==> config.mk <==
export PLATFORM = sky130hd
export DESIGN_NAME = cbtv_top
export DESIGN_NICKNAME = d
export VERILOG_FILES = /design/src/rtl/cbtv_pkg.sv /design/src/rtl/cbtv_sync.sv /design/src/rtl/cbtv_top.sv
export VERILOG_INCLUDE_DIRS = /design/src /design/src/rtl
export SDC_FILE = /design/constraint.sdc
export NUM_CORES = 1
export LEC_CHECK = 0
export BUFFER_PORTS_ARGS = -buffer_cell sky130_fd_sc_hd__buf_2
export CORE_ASPECT_RATIO = 1.25
export CORE_MARGIN = 2
export CORE_UTILIZATION = 50
export DETAILED_ROUTE_END_ITERATION = 16
export PLACE_DENSITY = 0.75
export SETUP_SLACK_MARGIN = 0.05
export SYNTH_ARGS = -nofsm -noshare
export SYNTH_HDL_FRONTEND = slang
export SYNTH_SLANG_ARGS = --single-unit
==> constraint.sdc <==
create_clock -name clk -period 1.6 [get_ports clk]
set_clock_uncertainty 0.05 [all_clocks]
set_input_delay 0.08 -clock clk [delete_from_list [all_inputs] [get_ports clk]]
set_output_delay 0.08 -clock clk [all_outputs]
set_load 0.02 [all_outputs]
==> src/rtl/cbtv_params.svh <==
`ifndef CBTV_PARAMS_SVH
`define CBTV_PARAMS_SVH

// ==========================================================
// clock and timing
`define CBTV_CLK_NS        100
`define CBTV_T_CAENT_NS    250
`define CBTV_T_MRW_NS      100
`define CBTV_CAENT_CYC     ((`CBTV_T_CAENT_NS + `CBTV_CLK_NS - 1) / `CBTV_CLK_NS)
`define CBTV_MRW_CYC       ((`CBTV_T_MRW_NS + `CBTV_CLK_NS - 1) / `CBTV_CLK_NS)
`define CBTV_CNT_W         4

// ==========================================================
// mode register addresses
`define CBTV_MA_TERM_CFG   6'h0B
`define CBTV_MA_CA_REF     6'h0C
`define CBTV_MA_SP_CTRL    6'h0D
`define CBTV_MA_DQ_REF     6'h0E
`define CBTV_MA_TERM_EXTRA 6'h16

// ==========================================================
// command codes on ca[4:0] with cs high
`define CBTV_CMD_MRW1      5'h06
`define CBTV_CMD_MRW2      5'h16

// ==========================================================
// field positions
`define CBTV_SP_TRAIN_BIT  0
`define CBTV_SP_REFERENCE_HIGH_CURRENT_MODE_BIT   3
`define CBTV_SP_WR_BIT     6
`define CBTV_SP_OP_BIT     7
`define CBTV_REF_RANGE_BIT 6
`define CBTV_DQ_TERM_MSB   2
`define CBTV_CA_TERM_MSB   6
`define CBTV_CA_TERM_LSB   4

// ==========================================================
// reset values
`define CBTV_CA_REF_RST    8'h4D
`define CBTV_DQ_REF_RST    8'h4D
`define CBTV_TERM_CFG_RST  8'h00
`define CBTV_TERM_EXT_RST  8'h00
`define CBTV_SP_CTRL_RST   8'h00

// ==========================================================
// synchroniser width: ck, cke, cs, ca[5:0], dqs_t, dqs_c, dq[6:0]
`define CBTV_SYNC_W        18

`endif

==> src/rtl/cbtv_pkg.sv <==
package cbtv_pkg;

	// ==========================================================
	// training sequence states
	typedef enum logic [4:0] {
		ST_IDLE    = 5'h01,
		ST_ARMED   = 5'h02,
		ST_TRAIN   = 5'h04,
		ST_POST    = 5'h08,
		ST_RECOVER = 5'h10
	} cbtv_state_t;

	// ==========================================================
	// mode register write decoder phases
	typedef enum logic [2:0] {
		CMD_FIRST = 3'h1,
		CMD_ADDR  = 3'h2,
		CMD_DATA  = 3'h4
	} cbtv_cmd_t;

	typedef logic [7:0] cbtv_mr_t;

endpackage : cbtv_pkg

==> src/rtl/cbtv_sync.sv <==
`include "cbtv_params.svh"

module cbtv_sync (
	// clock and reset
	input  wire logic                     clk,
	input  wire logic                     sys_rst,
	// raw and synchronised levels
	input  wire logic [`CBTV_SYNC_W-1:0]  d,
	output logic      [`CBTV_SYNC_W-1:0]  q
);

	logic [`CBTV_SYNC_W-1:0] meta;

	// first stage feeds only the second
	always_ff @(posedge clk) begin
		if (sys_rst) begin
			meta <= '0;
			q    <= '0;
		end else begin
			meta <= d;
			q    <= meta;
		end
	end

endmodule : cbtv_sync

==> src/rtl/cbtv_top.sv <==
`include "cbtv_params.svh"

module cbtv_top (
	// clock and reset
	input  wire logic       clk,
	input  wire logic       sys_rst,
	// command link from the controller
	input  wire logic       ck_t,
	input  wire logic       cke,
	input  wire logic       cs,
	input  wire logic [5:0] ca,
	// low byte strobe and data inputs
	input  wire logic       dqs0_t,
	input  wire logic       dqs0_c,
	input  wire logic [6:0] dq_in,
	// feedback on lines 13..8, lines 15..14 floating
	output logic      [5:0] dq_fb_out,
	output logic            dq_fb_oe_n,
	output logic            dq_top_oe_n,
	// operating state
	output logic            training_active,
	output logic            active_setpoint,
	output logic            write_setpoint,
	output logic            normal_ready,
	output logic            vref_high_current,
	output logic      [5:0] dq_vref_level,
	output logic            dq_vref_range,
	output logic      [5:0] ca_vref_level,
	output logic            ca_vref_range,
	output logic            dq_term_on,
	output logic      [2:0] ca_term_code
);

	// ==========================================================
	// helpers
	function automatic logic is_addr(input logic [5:0] ma, input logic [5:0] target);
		is_addr = (ma == target);
	endfunction : is_addr

	// ==========================================================
	// pin synchronisation
	logic [`CBTV_SYNC_W-1:0] sync_q;
	logic                    ck_s;
	logic                    ck_q;
	logic                    cke_s;
	logic                    cs_s;
	logic [5:0]              ca_s;
	logic                    dqs_t_s;
	logic                    dqs_t_q;
	logic                    dqs_c_s;
	logic [6:0]              dq_s;
	cbtv_sync u_sync (
		.clk     (clk),
		.sys_rst (sys_rst),
		.d       ({ck_t, cke, cs, ca, dqs0_t, dqs0_c, dq_in}),
		.q       (sync_q)
	);
	assign {ck_s, cke_s, cs_s, ca_s, dqs_t_s, dqs_c_s, dq_s} = sync_q;
	always_ff @(posedge clk) begin
		if (sys_rst) begin
			ck_q    <= 1'b0;
			dqs_t_q <= 1'b0;
		end else begin
			ck_q    <= ck_s;
			dqs_t_q <= dqs_t_s;
		end
	end
	wire ck_rise  = ck_s & ~ck_q;
	// differential pair: true rising while complement low
	wire dqs_rise = dqs_t_s & ~dqs_t_q & ~dqs_c_s;

	// ==========================================================
	// mode register write decoder
	// commands only decode while cke is high; training keeps it low
	cbtv_pkg::cbtv_cmd_t cmd_ph;
	cbtv_pkg::cbtv_cmd_t next_cmd_ph;
	logic                op7;
	logic                op6;
	logic [5:0]          mr_addr;
	logic                mr_wr;
	logic [7:0]          mr_data;
	wire cmd_slot  = ck_rise & cke_s;
	wire is_mrw1   = cs_s & (ca_s[4:0] == `CBTV_CMD_MRW1);
	wire is_mrw2   = cs_s & (ca_s[4:0] == `CBTV_CMD_MRW2);
	wire fire_wr   = cmd_slot & (cmd_ph == cbtv_pkg::CMD_DATA);
	always_comb begin
		next_cmd_ph = cmd_ph;
		if (cmd_slot) begin
			unique case (cmd_ph)
				cbtv_pkg::CMD_FIRST: begin
					if (is_mrw1) begin
						next_cmd_ph = cbtv_pkg::CMD_ADDR;
					end else if (is_mrw2) begin
						next_cmd_ph = cbtv_pkg::CMD_DATA;
					end
				end
				cbtv_pkg::CMD_ADDR: next_cmd_ph = cbtv_pkg::CMD_FIRST;
				cbtv_pkg::CMD_DATA: next_cmd_ph = cbtv_pkg::CMD_FIRST;
			endcase
		end
	end
	always_ff @(posedge clk) begin
		if (sys_rst) begin
			cmd_ph  <= cbtv_pkg::CMD_FIRST;
			op7     <= 1'b0;
			op6     <= 1'b0;
			mr_addr <= 6'h00;
			mr_wr   <= 1'b0;
			mr_data <= 8'h00;
		end else begin
			cmd_ph <= next_cmd_ph;
			mr_wr  <= fire_wr;
			if (cmd_slot && cmd_ph == cbtv_pkg::CMD_FIRST && is_mrw1) begin
				op7 <= ca_s[5];
			end
			if (cmd_slot && cmd_ph == cbtv_pkg::CMD_FIRST && is_mrw2) begin
				op6 <= ca_s[5];
			end
			if (cmd_slot && cmd_ph == cbtv_pkg::CMD_ADDR) begin
				mr_addr <= ca_s;
			end
			if (fire_wr) begin
				mr_data <= {op7, op6, ca_s};
			end
		end
	end

	// ==========================================================
	// set-point control register, single copy
	cbtv_pkg::cbtv_mr_t sp_ctrl;
	wire sp_ctrl_wr = mr_wr & is_addr(mr_addr, `CBTV_MA_SP_CTRL);

	always_ff @(posedge clk) begin
		if (sys_rst) begin
			sp_ctrl <= `CBTV_SP_CTRL_RST;
		end else if (sp_ctrl_wr) begin
			sp_ctrl <= mr_data;
		end
	end

	wire train_en = sp_ctrl[`CBTV_SP_TRAIN_BIT];
	wire active_parameter_setpoint   = sp_ctrl[`CBTV_SP_OP_BIT];
	wire write_target_setpoint   = sp_ctrl[`CBTV_SP_WR_BIT];

	// ==========================================================
	// per set-point operating registers
	cbtv_pkg::cbtv_mr_t ca_reference_setting [2];
	cbtv_pkg::cbtv_mr_t dq_reference_setting [2];
	cbtv_pkg::cbtv_mr_t termination_config_register [2];
	cbtv_pkg::cbtv_mr_t termination_extra_register [2];

	generate
		for (genvar sp = 0; sp < 2; sp++) begin : g_sp
			wire sel = mr_wr & (write_target_setpoint == 1'(sp));
			always_ff @(posedge clk) begin
				if (sys_rst) begin
					ca_reference_setting[sp]        <= `CBTV_CA_REF_RST;
					dq_reference_setting[sp]        <= `CBTV_DQ_REF_RST;
					termination_config_register[sp] <= `CBTV_TERM_CFG_RST;
					termination_extra_register[sp]  <= `CBTV_TERM_EXT_RST;
				end else if (sel) begin
					if (is_addr(mr_addr, `CBTV_MA_CA_REF)) begin
						ca_reference_setting[sp] <= mr_data;
					end
					if (is_addr(mr_addr, `CBTV_MA_DQ_REF)) begin
						dq_reference_setting[sp] <= mr_data;
					end
					if (is_addr(mr_addr, `CBTV_MA_TERM_CFG)) begin
						termination_config_register[sp] <= mr_data;
					end
					if (is_addr(mr_addr, `CBTV_MA_TERM_EXTRA)) begin
						termination_extra_register[sp] <= mr_data;
					end
				end
			end
		end
	endgenerate

	// ==========================================================
	// training sequence
	cbtv_pkg::cbtv_state_t state;
	cbtv_pkg::cbtv_state_t next_state;
	logic [`CBTV_CNT_W-1:0] cnt;
	logic [6:0]             trained_code;
	logic                   trained_vld;
	logic                   act_sp;
	// entry is the same whether coming from idle or self refresh
	wire enter_train = (state == cbtv_pkg::ST_ARMED) & ~cke_s;
	wire exit_train  = (state == cbtv_pkg::ST_TRAIN) & cke_s;
	wire in_train    = (state == cbtv_pkg::ST_TRAIN);
	wire clear_seen  = sp_ctrl_wr & ~mr_data[`CBTV_SP_TRAIN_BIT];
	always_comb begin
		next_state = state;
		unique case (state)
			cbtv_pkg::ST_IDLE: begin
				if (train_en) begin
					next_state = cbtv_pkg::ST_ARMED;
				end
			end
			cbtv_pkg::ST_ARMED: begin
				if (!train_en) begin
					next_state = cbtv_pkg::ST_IDLE;
				end else if (!cke_s) begin
					next_state = cbtv_pkg::ST_TRAIN;
				end
			end
			cbtv_pkg::ST_TRAIN: begin
				if (cke_s) begin
					next_state = cbtv_pkg::ST_POST;
				end
			end
			cbtv_pkg::ST_POST: begin
				if (clear_seen) begin
					next_state = cbtv_pkg::ST_RECOVER;
				end
			end
			cbtv_pkg::ST_RECOVER: begin
				if (cnt == '0) begin
					next_state = cbtv_pkg::ST_IDLE;
				end
			end
			default: next_state = cbtv_pkg::ST_IDLE;
		endcase
	end
	always_ff @(posedge clk) begin
		if (sys_rst) begin
			state <= cbtv_pkg::ST_IDLE;
			cnt   <= '0;
		end else begin
			state <= next_state;
			if (enter_train) begin
				cnt <= `CBTV_CNT_W'(`CBTV_CAENT_CYC);
			end else if (state == cbtv_pkg::ST_POST && clear_seen) begin
				cnt <= `CBTV_CNT_W'(`CBTV_MRW_CYC - 1);
			end else if (cnt != '0) begin
				cnt <= cnt - 1'b1;
			end
		end
	end
	// alternate set during training; revert on the very edge that ends it
	always_ff @(posedge clk) begin
		if (sys_rst) begin
			act_sp <= 1'b0;
		end else if (enter_train) begin
			act_sp <= ~active_parameter_setpoint;
		end else if (!in_train || exit_train) begin
			act_sp <= active_parameter_setpoint;
		end
	end
	// every strobe edge may overwrite the code; first edge may be lost
	wire take_code = in_train & dqs_rise & (cnt == '0);
	always_ff @(posedge clk) begin
		if (sys_rst) begin
			trained_code <= 7'h00;
			trained_vld  <= 1'b0;
		end else if (exit_train) begin
			trained_vld  <= 1'b0;
		end else if (take_code) begin
			trained_code <= dq_s;
			trained_vld  <= 1'b1;
		end
	end

	// ==========================================================
	// command bus echo onto lines 13..8
	// registered at the captured edge, not delayed by any read latency
	always_ff @(posedge clk) begin
		if (sys_rst) begin
			dq_fb_out <= 6'h00;
		end else if (in_train && ck_rise && cs_s) begin
			dq_fb_out <= ca_s;
		end
	end

	assign dq_fb_oe_n  = ~in_train;
	assign dq_top_oe_n = 1'b1;

	// ==========================================================
	// operating outputs
	wire [7:0] ca_ref_sel = ca_reference_setting[act_sp];
	wire [7:0] dq_ref_sel = dq_reference_setting[act_sp];
	wire [7:0] term_sel   = termination_config_register[act_sp];
	wire [6:0] ca_code    = (in_train && trained_vld) ? trained_code : ca_ref_sel[6:0];
	always_ff @(posedge clk) begin
		if (sys_rst) begin
			dq_vref_level     <= 6'(`CBTV_DQ_REF_RST);
			dq_vref_range     <= 1'b0;
			ca_vref_level     <= 6'h00;
			ca_vref_range     <= 1'b0;
			dq_term_on        <= 1'b0;
			ca_term_code      <= 3'h0;
			vref_high_current <= 1'b0;
			normal_ready      <= 1'b0;
		end else begin
			dq_vref_level     <= dq_ref_sel[5:0];
			dq_vref_range     <= dq_ref_sel[`CBTV_REF_RANGE_BIT];
			ca_vref_level     <= ca_code[5:0];
			ca_vref_range     <= ca_code[`CBTV_REF_RANGE_BIT];
			// dq termination only matters while codes arrive on dq
			dq_term_on        <= in_train & (term_sel[`CBTV_DQ_TERM_MSB:0] != 3'h0);
			// no pad input exists: the pad level never reaches this logic
			ca_term_code      <= term_sel[`CBTV_CA_TERM_MSB:`CBTV_CA_TERM_LSB];
			vref_high_current <= sp_ctrl[`CBTV_SP_REFERENCE_HIGH_CURRENT_MODE_BIT];
			normal_ready      <= (state == cbtv_pkg::ST_IDLE);
		end
	end

	assign training_active    = in_train;
	assign active_setpoint    = act_sp;
	assign write_setpoint     = write_target_setpoint;

endmodule : cbtv_top

After elaboration in Yosys (flattened, before gate mapping) --
Memories as Yosys holds them, arrays and structs flattened. A register that Yosys moved wholly into a read port is not among the register bits. Cells that the tools add are included.
Storage, ports and cells: output and inout bits 31, memories 3, register bits after elaboration 103, memory bits (writable) 48, bits of input ports 20, logic and storage cells 149
Memories:
- ca_reference_setting | words 2, bits a word 8, rd ports 1, clocked after Yosys merged registers in 1, write ports 2, RTL line cbtv_top.sv:147 | cbtv_pkg::cbtv_mr_t ca_reference_setting [2];
- dq_reference_setting | words 2, bits a word 8, rd ports 1, clocked after Yosys merged registers in 1, write ports 2, RTL line cbtv_top.sv:148 | cbtv_pkg::cbtv_mr_t dq_reference_setting [2];
- termination_config_register | words 2, bits a word 8, rd ports 1, clocked after Yosys merged registers in 1, write ports 2, RTL line cbtv_top.sv:149 | cbtv_pkg::cbtv_mr_t termination_config_register [2];
Cells by class: reductions and logical operators 21, equal/unequal tests 20, add/sub/neg operators 1, bitwise operators 31, mux-type cells 49
Operators by type and width (number):
- 8-bit 2-to-1 mux | 6
- 5-bit 2-to-1 mux | 6
- 1-bit 2-to-1 mux | 29
- 5-bit one-hot mux with 5 select lines | 1
- 6-bit by 4-bit equality test with 1-bit output (second input constant) | 4
- 1-bit AND | 16
- 5-bit by 3-bit equality test with 1-bit output (second input constant) | 2
- 5-bit equality test (second input constant) | 2
- 1-bit inverter | 9
- 1-bit logical AND | 8
- 7-bit 2-to-1 mux | 1
- 2-bit 2-to-1 mux | 3
- 3-bit 2-to-1 mux | 2
- 2-bit != test (second input constant) | 3
- 3-bit != test (second input constant) | 2
- 1-bit OR | 6
- 3-bit one-hot mux with 2 select lines | 1
- 3-bit nonzero test | 2
- 5-bit by 1-bit equality test with 1-bit output (second input constant) | 1
- 5-bit by 2-bit equality test with 1-bit output (second input constant) | 1
- 5-bit by 4-bit equality test with 1-bit output (second input constant) | 1
- 5-bit AND reduction | 1
- 4-bit logical NOT | 1
- 2-bit AND reduction | 2
- 11 further kinds | 12

Depth between registers and ports, before layout --
Gate-level depths: netlist of run 1.
depth in word-level cells 7, gate-level depth with buffers 7, gate-level depth less buffers 6

By module --
A second synthesis of run 1 with hierarchy kept.
Unflattened totals: cell total of the unflattened synthesis 496, area, all modules 5860.6 um^2
Modules (own cells, without submodules):
- cbtv_top | times used 1, cells an instance 421, seq. area each 2622.5 um^2, area each 4865.9 um^2
- cbtv_sync | times used 1, cells an instance 75, seq. area each 720.7 um^2, area each 994.7 um^2

Least setup slack after synthesis of run 1 --
OpenSTA, ideal clock, no wires.
kind reg2reg, start point register mr_addr[1], end point memory dq_reference_setting[1][0] (netlist bit), enable pin, required time 1.167 ns, cell stages (with the launch flop) 4, data arrival time 1.371 ns, clock period less this slack 1.804 ns, path slack -0.204 ns, cells stage by stage dfxtp_1 > clkbuf_1 > nand3_1 > o31ai_1
RTL lines:
- start: declaration | RTL line cbtv_top.sv:79 | logic [5:0] mr_addr;
- start signal: assignment | RTL line cbtv_top.sv:120 | mr_addr <= ca_s;
- end: declaration | RTL line cbtv_top.sv:148

==> impl_metrics.ini, run 1 <==
[power]
power_leakage_nw = 2.87
ir_worst_vdd_mv = 0.788
powerDensity_nw_per_um2 = 1260

[floorplan]
rows = 42
die_y_microns = 121
initial_core_util = 0.516
pin_count = 51
die_area_sq_um = 11800
die_w_microns = 97.6
core_area_sq_um = 10600

[critical_path]
crit_fanout = 11
crit_type = reg -> reg
end_kind = register
worstPathRequired_ps = 1720
worstPathArrival_ps = 1750
ff2ff_path_depth = 5
start_kind = register

[clock_tree]
cts_buffers = 17
cts_tree = yes
root_buffer = clkbuf_16
cts_num_sinks = 147
clock_latency_ps = 420
ctsHtreeMaxLevel = 4
clk_path_buf_depth = 2
cts.reportedPaths.clkPinSlew_ps = 60

[logic_synthesis]
dominantRegCellSynth = dfxtp_1
synth_fp_nets = 502
syn_inst = 480
async_flop_share = 0
synth_top_cell_area_share = 0.391
synth_area_leaders = dfxtp_1, edfxtp_1, mux2i_1
synth_seq_cells = 147
synth_top_cell_by_area = dfxtp_1
synth_edf_count = 40
synth_seq_area_share = 0.610
syn-cell-area_sq_um = 5480
synth_cell_types = 55
ys_warn_count = 0
syn_area_per_cell_sq_um = 11.4

[timing]
worstMarginPinSlew_ps = 507
post-route-period-util = 1.02
max_freq_mhz = 612
fin_ws_ps = -33.3
relSlewSlack = 0.662
setup_violations = 10
drv_slew = 0
fin_tns_setup_ps = -151
rsz0062_at_grt = true
fin_crit_ps = 1630
hold_viol = 0

[global_routing]
grt_pass1_wl_microns = 17400
antenna_found_initial = 0
grt_max_degree = 74
grt_overflow = 0
track_usage = 0.192
grt_pass1_vias = 3753

[cells_and_area]
fin_util = 0.663
seqCellArea_sq_um = 3360
fillers = 817
nets = 596
drive_gt1_frac = 0.265
n_antenna_cell = 0
syn2layout_area_growth_pct = 28.5
multi_input_area_sq_um = 2130

[placement]
dp_hpwl_microns = 6980
gp_congestion = 0.850
io_buffers = 49

[worst_hold_path]
min_path_cells = 3
hold_path_class = in -> reg

[run_status]
status = finished, violations left
violations = negative setup slack

[routing]
drc = 0
drt-total-wl_microns = 10700
vias = 3701
drt_iter0_drc = 211
firstDrtPassIters = 4
via_per_inst = 5.15
wl_per_cell_microns = 14.9
final_antenna_net_count = 0

[job]
cap_violations = 0
## path summary, 6_finish.rpt
path | start | to | slack (ps)
setup / recovery | mr_addr[4]$_SDFFE_PP0P_ | ca_reference_setting[1][3]$_SDFFCE_PN1P_ | -30
hold / removal | sys_rst | dq_fb_out[5]$_SDFFE_PP0P_ | 110
setup reg to reg | mr_addr[4]$_SDFFE_PP0P_ | ca_reference_setting[1][3]$_SDFFCE_PN1P_ | -30
hold reg to reg | u_sync.meta[6]$_SDFF_PP0_ | u_sync.q[6]$_SDFF_PP0_ | 380
## registers in the layout (all words and copies together), names as in the netlist, 3 cells and up, named ones only
signal and count:
ca_reference_setting 14, ca_term_code 3, ca_vref_level 6, cmd_ph 3
cnt 4, dq_fb_out 6, dq_reference_setting 14, dq_vref_level 6
mr_addr 6, mr_data 8, sp_ctrl 4, state 5
termination_config_register 12, trained_code 7, u_sync.meta 18, u_sync.q 18
## metrics by stage
stage | hold WS, ps | cell area, sq um | power [mW] | instances | worst slack (ps)
5_1_grt | 131 | 7040 | 9.18 | 718 | -96.9
4_1_cts | 102 | 6920 | 8.86 | 714 | -18.8
3_5_place_dp | 242 | 6030 | 4.66 | 663 | -40.3
6_report | 110 | 7040 | 8.87 | 718 | -33.3
3_3_place_gp | 237 | 6030 | 4.62 | 663 | -11.3
2_1_floorplan | 158 | 5520 | 4.49 | 480 | -38.9
## cell type report
type / count / area share
multi-input combinational: 299 / 0.302
clock inverter: 5 / 0.0114
inverter: 9 / 0.00515
timing repair buffer: 100 / 0.101
tap: 132 / 0.0234
sequential: 147 / 0.477
clock buffer: 26 / 0.0801
## critical path, stage by stage, from the launching register on
cell	delay [ps]
dfxtp_1	360
nand4bb_4	210
or3_4	400
nor3_2	150
buf_4	150
nand2b_1	60
## metal layers
metal  GRT usage  wire length, microns  vias to the layer above
li1            -                     -                     1838
met1       0.214                  4330                     1748
met2       0.338                  5670                       91
met3      0.0605                   453                       24
met4      0.0842                   256                        0
met5           0                     0                        -
## Yosys cell counts (all sizes together) (2+ instances only)
library cell / n
a211oi: 9
a21oi: 7
and2: 20
and3: 7
and3b: 2
buf: 10
clkbuf: 15
dfxtp: 107
edfxtp: 40
ha: 2
inv: 8
mux2i: 50
nand2: 19
nand2b: 9
nand3: 4
nand3b: 4
nand4: 3
nor2: 61
nor2b: 43
nor3: 9
nor3b: 5
nor4: 6
o211ai: 2
o21ai: 5
o31ai: 3
or3: 10
xnor2: 3
## timing repair
| item | in CTS | in global routing |
|---|---|---|
| hold endpoints to repair | 18 | 0 |
| gates resized for setup | 20 | 26 |
| buffers inserted | 2 | 4 |
| setup endpoints to repair | 49 | 85 |
| pin swaps | 4 | 15 |
| hold buffers | 18 | 0 |
## cell families after synthesis
| logic type | count (synthesis) | share of synthesized area |
|---|---|---|
| multiplexers | 50 | 0.0913 |
| AO/OA/AOI/OAI | 36 | 0.0466 |
| XOR/XNOR | 4 | 0.00639 |
| other | 1 | 0.000684 |
| AND/OR/NAND/NOR | 206 | 0.214 |
| buffers and inverters | 34 | 0.0267 |
| flip-flops | 147 | 0.610 |
| adder cells (fa/ha/maj) | 2 | 0.00457 |
## cells in the final DEF, fill, tap and decap left out, types with 3 or more instances in the layout
master,Yosys,final
o21ai_1,0,4
clkbuf_16,0,21
nor3_2,2,3
inv_1,7,5
dfxtp_1,107,97
nand3b_1,4,4
dlygate4sd3_1,0,18
edfxtp_1,40,40
xnor2_1,3,3
and2_1,20,19
nand3_1,3,3
dfxtp_2,0,8
mux2i_1,50,50
a211oi_1,9,9
buf_4,2,29
a21oi_1,7,7
nor2_1,61,59
buf_2,3,47
nand2_1,19,17
buf_6,1,5
nor3_1,7,5
nand2b_1,9,9
nor2b_1,43,40
and3_1,7,6
or3_1,9,8
clkbuf_1,15,3
nor4_1,6,4
## report_power, final
part	internal (mW)	switching, mW	total [mW]
Sequential	3.95	0.0791	4.03
Clock	2.75	1.43	4.18
Combinational	0.347	0.318	0.665
Total	7.04	1.83	8.87
Note: power is estimated with default switching activity, not from simulation.
==> run 2, diff against run 1 <==
--- a/config.mk
+++ b/config.mk
@@ -6,13 +6,15 @@
 export SDC_FILE = /design/constraint.sdc
 export NUM_CORES = 1
 export LEC_CHECK = 0
+export ABC_CLOCK_PERIOD_IN_PS = 1600
 export BUFFER_PORTS_ARGS = -buffer_cell sky130_fd_sc_hd__buf_2
 export CORE_ASPECT_RATIO = 1.25
 export CORE_MARGIN = 2
 export CORE_UTILIZATION = 50
 export DETAILED_ROUTE_END_ITERATION = 16
-export PLACE_DENSITY = 0.75
+export PLACE_DENSITY = 0.74
 export SETUP_SLACK_MARGIN = 0.05
 export SYNTH_ARGS = -nofsm -noshare
 export SYNTH_HDL_FRONTEND = slang
+export SYNTH_HIERARCHICAL = 1
 export SYNTH_SLANG_ARGS = --single-unit
==> run 2 against run 1 <==
The flow now finishes without violations. Synthesized cell count is 3.3% higher. Hold slack better by 17 ps. Via count is 4.2% higher. Die area is 6.7% higher. Critical path type is now reg -> out.
==> impl_metrics.ini, run 2 <==
[worst_hold_path]
hp-start = sys_rst
hold_path_class = in -> reg
min_path_cells = 3
whs_endpoint = state[4]$_SDFFE_PP0P_

[clock_tree]
cts_num_sinks = 147
clock_latency_ps = 420
cts_buffers = 17
cts_tree = yes
ctsHtreeMaxLevel = 4
cts.reportedPaths.clkPinSlew_ps = 60
clk_path_buf_depth = 2
root_buffer = clkbuf_16

[logic_synthesis]
synth_fa_ha_area_frac = 0.00427
synth_cell_types = 64
synth-xor-area-share = 0.00598
synthMuxAreaShare = 0.0890
synth_top_cell_by_area = dfxtp_1
ys_warn_count = 6
async_flop_share = 0
dominantRegCellSynth = dfxtp_1
synth.most_common_cell = dfxtp_1
yosys-top-cells-count = dfxtp_1, nand2b_1, mux2i_1
syn-cell-area_sq_um = 5860
synth_seq_area_share = 0.570
syn_inst = 496
synth_fp_nets = 518
synth_compound_area_frac = 0.0459
synth_seq_cells = 147
syn_area_per_cell_sq_um = 11.8
yosys.area_share.simple = 0.254
synth_top_cell_area_share = 0.365
synth_area_leaders = dfxtp_1, edfxtp_1, mux2i_1
synth_edf_count = 40
synth_top_family_by_area = simple AND/OR/NAND/NOR gates

[routing]
final_antenna_net_count = 0
drt-total-wl_microns = 11100
drc = 0
wl_per_cell_microns = 14.9
drt_iter0_drc = 205
via_per_inst = 5.16
firstDrtPassIters = 4
vias = 3855

[global_routing]
grt_max_degree = 84
antenna_found_initial = 0
track_usage = 0.184
grt_pass1_wl_microns = 18000
grt_overflow = 0
grt_pass1_vias = 3863

[power]
powerDensity_nw_per_um2 = 1220
ir_worst_vdd_mv = 0.786
power.total_mw = 9.18
power_leakage_nw = 3.02

[timing]
setup_violations = 0
hold_viol = 0
max_freq_mhz = 626
post-route-period-util = 0.998
worstMarginPinSlew_ps = 542
drv_slew = 0
rsz0062_at_grt = true
fin_tns_setup_ps = 0
relSlewSlack = 0.638
fin_crit_ps = 1600
fin_ws_ps = 2.77

[floorplan]
die_w_microns = 101
core_area_sq_um = 11500
rows = 44
die_area_sq_um = 12600
die_y_microns = 125
pin_count = 51
initial_core_util = 0.509

[critical_path]
r2r_start = mr_addr[4]$_SDFFE_PP0P_
worstPathArrival_ps = 1470
crit_fanout = 4
worstPathRequired_ps = 1470
crit_type = reg -> out
ff2ff_path_depth = 5
regToRegSetupSlack_ps = 70
start_kind = register
r2r_end = ca_reference_setting[0][3]$_SDFFCE_PN1P_
end_kind = output pin

[placement]
io_buffers = 49
dp_hpwl_microns = 7140
dpl_worst_slack_ps = -9.01
gp_congestion = 0.815

[cells_and_area]
mostFrequentLayoutCells = dfxtp_1, nand2b_1, mux2i_1, buf_2, edfxtp_1
n_antenna_cell = 0
final_common_cell = dfxtp_1
syn2layout_area_growth_pct = 28.4
fillers = 816
drive_gt1_frac = 0.312
reg_top3 = u_sync/meta x18, u_sync/q x18
nets = 618

[job]
cap_violations = 0

[run_status]
status = completed
## run 2: cell count changes in the layout (fill, tap and decap cells not counted), moves of 4 or more
cell,delta
and2b_2,+7
and3_1,-5
nand2b_4,+4
o21ai_0,+5
nand2_1,-14
nor2_1,-46
or3_1,-6
a211oi_1,-5
nand2b_1,+49
nand3_1,+4
or2_2,+8
nor4_4,+5
and2_1,+6
## run 2: worst max-delay path, stage by stage (launching register included)
cell     delay (ps)
dfxtp_2         330
nor4_4          320
and2_4          230
inv_6            40
buf_6           120
## run 2: metal layers
metal	GRT usage	wire length (microns)	up-vias
li1	-	-	1923
met5	0	0	-
met4	0.0830	178	0
met2	0.317	5930	76
met3	0.0542	423	16
met1	0.206	4570	1840
## run 2: cell families after synthesis
kind of cell	Yosys count
buf+inv	32
flops	147
fa+ha+maj	2
xor+xnor	4
other cells	1
compound gates	38
simple gates	220
mux	52
## run 2: final cells by class
class                   instances  area, sq um  share of cell area
inverters                       6         27.5             0.00366
clock inverters                 8          144              0.0191
repair buffers                107          795               0.106
well taps                     138          173              0.0229
multi-input cells             317         2500               0.333
clock buffers                  24          524              0.0696
flip-flops and latches        147         3360               0.446
## run 2: worst max path at each step
| stage | cells after the start | endpoint | from | slack (ps) |
|---|---|---|---|---|
| after global placement | 4 | ca_reference_setting[1][3]$_SDFFCE_PN1P_ | mr_addr[5]$_SDFFE_PP0P_ | 20 |
| after floorplan | 4 | ca_reference_setting[0][0]$_SDFFCE_PN1P_ | mr_addr[5]$_SDFFE_PP0P_ | 70 |
| after global routing | 4 | dq_fb_oe_n | state[1]$_SDFFE_PP0P_ | -60 |
| after detailed placement | 4 | dq_reference_setting[0][2]$_SDFFCE_PN1P_ | mr_addr[5]$_SDFFE_PP0P_ | -9 |
| after CTS | 4 | dq_fb_oe_n | state[0]$_SDFFE_PP1P_ | -10 |
| final | 4 | dq_fb_oe_n | state[1]$_SDFFE_PP0P_ | 3 |
## run 2: per-stage QoR
| step | std cells | hold WS, ps | cell area (sq um) | utilization |
|---|---|---|---|---|
| final | 747 | 128 | 7530 | 0.654 |
| after global routing | 747 | 124 | 7530 | 0.654 |
| after CTS | 740 | 109 | 7330 | 0.637 |
| after detailed placement | 683 | 243 | 6370 | 0.554 |
| after global placement | 683 | 238 | 6370 | 0.554 |
| after floorplan | 496 | 158 | 5870 | - |
## run 2: report_power, final
group | internal (mW) | total, mW | leakage (nW) | switching, mW
clock | 2.92 | 4.37 | 0.330 | 1.45
sequential | 3.98 | 4.07 | 1.27 | 0.0816
combinational | 0.414 | 0.743 | 1.42 | 0.329
## run 2: repair_timing
| action | in CTS | in global routing |
|---|---|---|
| gates resized for setup | 16 | 38 |
| buffers inserted | 7 | 7 |
| hold buffers | 18 | 0 |
| pin swaps | 7 | 13 |
| hold endpoints to repair | 18 | 0 |
| endpoints found under the setup margin | 51 | 82 |
==> run 3, diff against run 2 <==
--- a/config.mk
+++ b/config.mk
@@ -6,15 +6,14 @@
 export SDC_FILE = /design/constraint.sdc
 export NUM_CORES = 1
 export LEC_CHECK = 0
-export ABC_CLOCK_PERIOD_IN_PS = 1600
-export BUFFER_PORTS_ARGS = -buffer_cell sky130_fd_sc_hd__buf_2
+export ABC_CLOCK_PERIOD_IN_PS = 2000
+export BUFFER_PORTS_ARGS = -buffer_cell sky130_fd_sc_hd__buf_4
 export CORE_ASPECT_RATIO = 1.25
 export CORE_MARGIN = 2
 export CORE_UTILIZATION = 50
 export DETAILED_ROUTE_END_ITERATION = 16
-export PLACE_DENSITY = 0.74
+export PLACE_DENSITY = 0.72
 export SETUP_SLACK_MARGIN = 0.05
 export SYNTH_ARGS = -nofsm -noshare
 export SYNTH_HDL_FRONTEND = slang
-export SYNTH_HIERARCHICAL = 1
 export SYNTH_SLANG_ARGS = --single-unit
==> constraint.sdc (replaced) <==
create_clock -name clk -period 2 [get_ports clk]
set_clock_uncertainty 0.05 [all_clocks]
set_input_delay 0.1 -clock clk [delete_from_list [all_inputs] [get_ports clk]]
set_output_delay 0.1 -clock clk [all_outputs]
set_load 0.02 [all_outputs]
==> run 3 against run 2 <==
Non-clock buffer count shrank 28. Cell count shrank 6.6%. Global-route usage grew 0.15 points. Combinational power shrank 36%. Sequential share of layout area grew 4.4 points. Worst setup slack gained 100 ps.
==> impl_metrics.ini, run 3 (synthesized netlist as in run 1, its figures left out) <==
[routing]
m1WireLength_microns = 4300
route.met3.wl_microns = 342
wl_per_cell_microns = 14.6
routed-wl-met2_microns = 5240
firstDrtPassIters = 4
final_antenna_net_count = 0
via_per_inst = 5.19
drt-total-wl_microns = 10200
drt_iter0_drc = 198
vias = 3626
routed.top_layer = met4
drc = 0

[global_routing]
grt_pass1_wl_microns = 17000
grt_max_degree = 88
grt_pass1_vias = 3610
antenna_found_initial = 0
track_usage = 0.185
grt_overflow = 0

[critical_path]
crit_type = reg -> out
end_kind = output pin
worstPathRequired_ps = 1850
ff2ff_path_depth = 4
worstPathArrival_ps = 1750
crit_fanout = 6
start_kind = register

[power]
ir_worst_vdd_mv = 0.668
powerDensity_nw_per_um2 = 1020
power_leakage_nw = 2.76

[placement]
place_area_sq_um = 6000
gp_congestion = 0.823
dp_hpwl_microns = 6900
io_buffers = 49

[timing]
fin_tns_setup_ps = 0
fin_crit_ps = 1900
post-route-period-util = 0.949
setup_violations = 0
rsz0062_at_grt = true
worstMarginPinSlew_ps = 582
hold_viol = 0
max_freq_mhz = 527
drv_slew = 0
relSlewSlack = 0.612

[cells_and_area]
reg_top3 = u_sync.meta x18, u_sync.q x18
nets = 575
syn2layout_area_growth_pct = 24.4
n_antenna_cell = 0
drive_gt1_frac = 0.187
final_common_cell = dfxtp_1
mostFrequentLayoutCells = dfxtp_1, nor2_1, buf_4, mux2i_1, nor2b_1
fillers = 836
stdcell_area_sq_um = 6820

[clock_tree]
ctsHtreeMaxLevel = 4
cts_buffers = 17
postCtsSetupRepairBufs = 0
cts_tree = yes
clk_path_buf_depth = 2
cts_num_sinks = 147
root_buffer = clkbuf_16
cts.reportedPaths.clkPinSlew_ps = 60
clock_latency_ps = 420

[floorplan]
rows = 42
die_y_microns = 121
die_area_sq_um = 11800
core_area_sq_um = 10600
initial_core_util = 0.516
die_w_microns = 97.6
pin_count = 51

[job]
cap_violations = 0

[worst_hold_path]
min_path_cells = 3
hold_path_class = in -> reg

[run_status]
status = completed
[run 3: cell types whose count changed in the layout (fill, tap and decap cells not counted), moves of 7 or more]
cell | before | now
buf_6 | 7 | 0
buf_4 | 32 | 59
dfxtp_2 | 11 | 0
and2b_2 | 7 | 0
dfxtp_1 | 95 | 107
nand2b_1 | 58 | 9
or2_2 | 8 | 0
or3_1 | 2 | 9
nor2_1 | 13 | 61
nand2_1 | 3 | 19
buf_2 | 47 | 0
[run 3: final timing paths]
path                             start                                              end  slack, ps
min                              ca[0]                        u_sync.meta[9]$_SDFF_PP0_        370
max              state[0]$_SDFFE_PP1P_                                  training_active        100
min reg2reg  u_sync.meta[0]$_SDFF_PP0_                           u_sync.q[0]$_SDFF_PP0_        390
max reg2reg    mr_addr[3]$_SDFFE_PP0P_  termination_config_register[0][4]$_SDFFCE_PN0P_        160
[run 3: final cells by class]
| type | instances | area [sq um] | area share |
|---|---|---|---|
| inverters | 9 | 33.8 | 0.00495 |
| flip-flops and latches | 147 | 3340 | 0.490 |
| clock buffers | 18 | 450 | 0.0661 |
| well taps | 132 | 165 | 0.0242 |
| clock inverters | 14 | 163 | 0.0239 |
| repair buffers | 79 | 653 | 0.0958 |
| multi-input cells | 299 | 2010 | 0.295 |
[run 3: timing repair]
item                                    in CTS  in global routing
hold endpoints to repair                    24                  0
resized for setup                            0                  3
hold buffers                                19                  0
endpoints found under the setup margin       0                 13
[run 3: worst max-delay path, cell delays in order (launching register included)]
cell     delay (ps)
dfxtp_1         360
nor3_2          440
and2_1          240
buf_4           150
buf_4           140
[run 3: per-stage QoR]
| step | std cells | setup WS, ps | power [mW] | hold WS [ps] | util |
|---|---|---|---|---|---|
| 3_3_place_gp | 647 | 211 | 3.66 | 262 | 0.565 |
| 2_1_floorplan | 480 | 196 | 3.56 | 178 | - |
| 4_1_cts | 698 | 104 | 6.96 | 362 | 0.641 |
| 6_report | 698 | 102 | 6.93 | 373 | 0.642 |
| 3_5_place_dp | 647 | 117 | 3.69 | 268 | 0.565 |
| 5_1_grt | 698 | 26.4 | 7.17 | 390 | 0.642 |
[run 3: layer usage]
| metal | vias to the layer above | global-route usage |
|---|---|---|
| li1 | 1808 | - |
| met1 | 1715 | 0.207 |
| met2 | 77 | 0.320 |
| met3 | 26 | 0.0444 |
| met4 | 0 | 0.109 |
| met5 | - | 0 |
[run 3: where the power goes]
part / switching, mW / internal (mW)
Combinational: 0.243 / 0.231
Sequential: 0.0586 / 3.16
Clock: 1.30 / 1.95
Total: 1.60 / 5.33
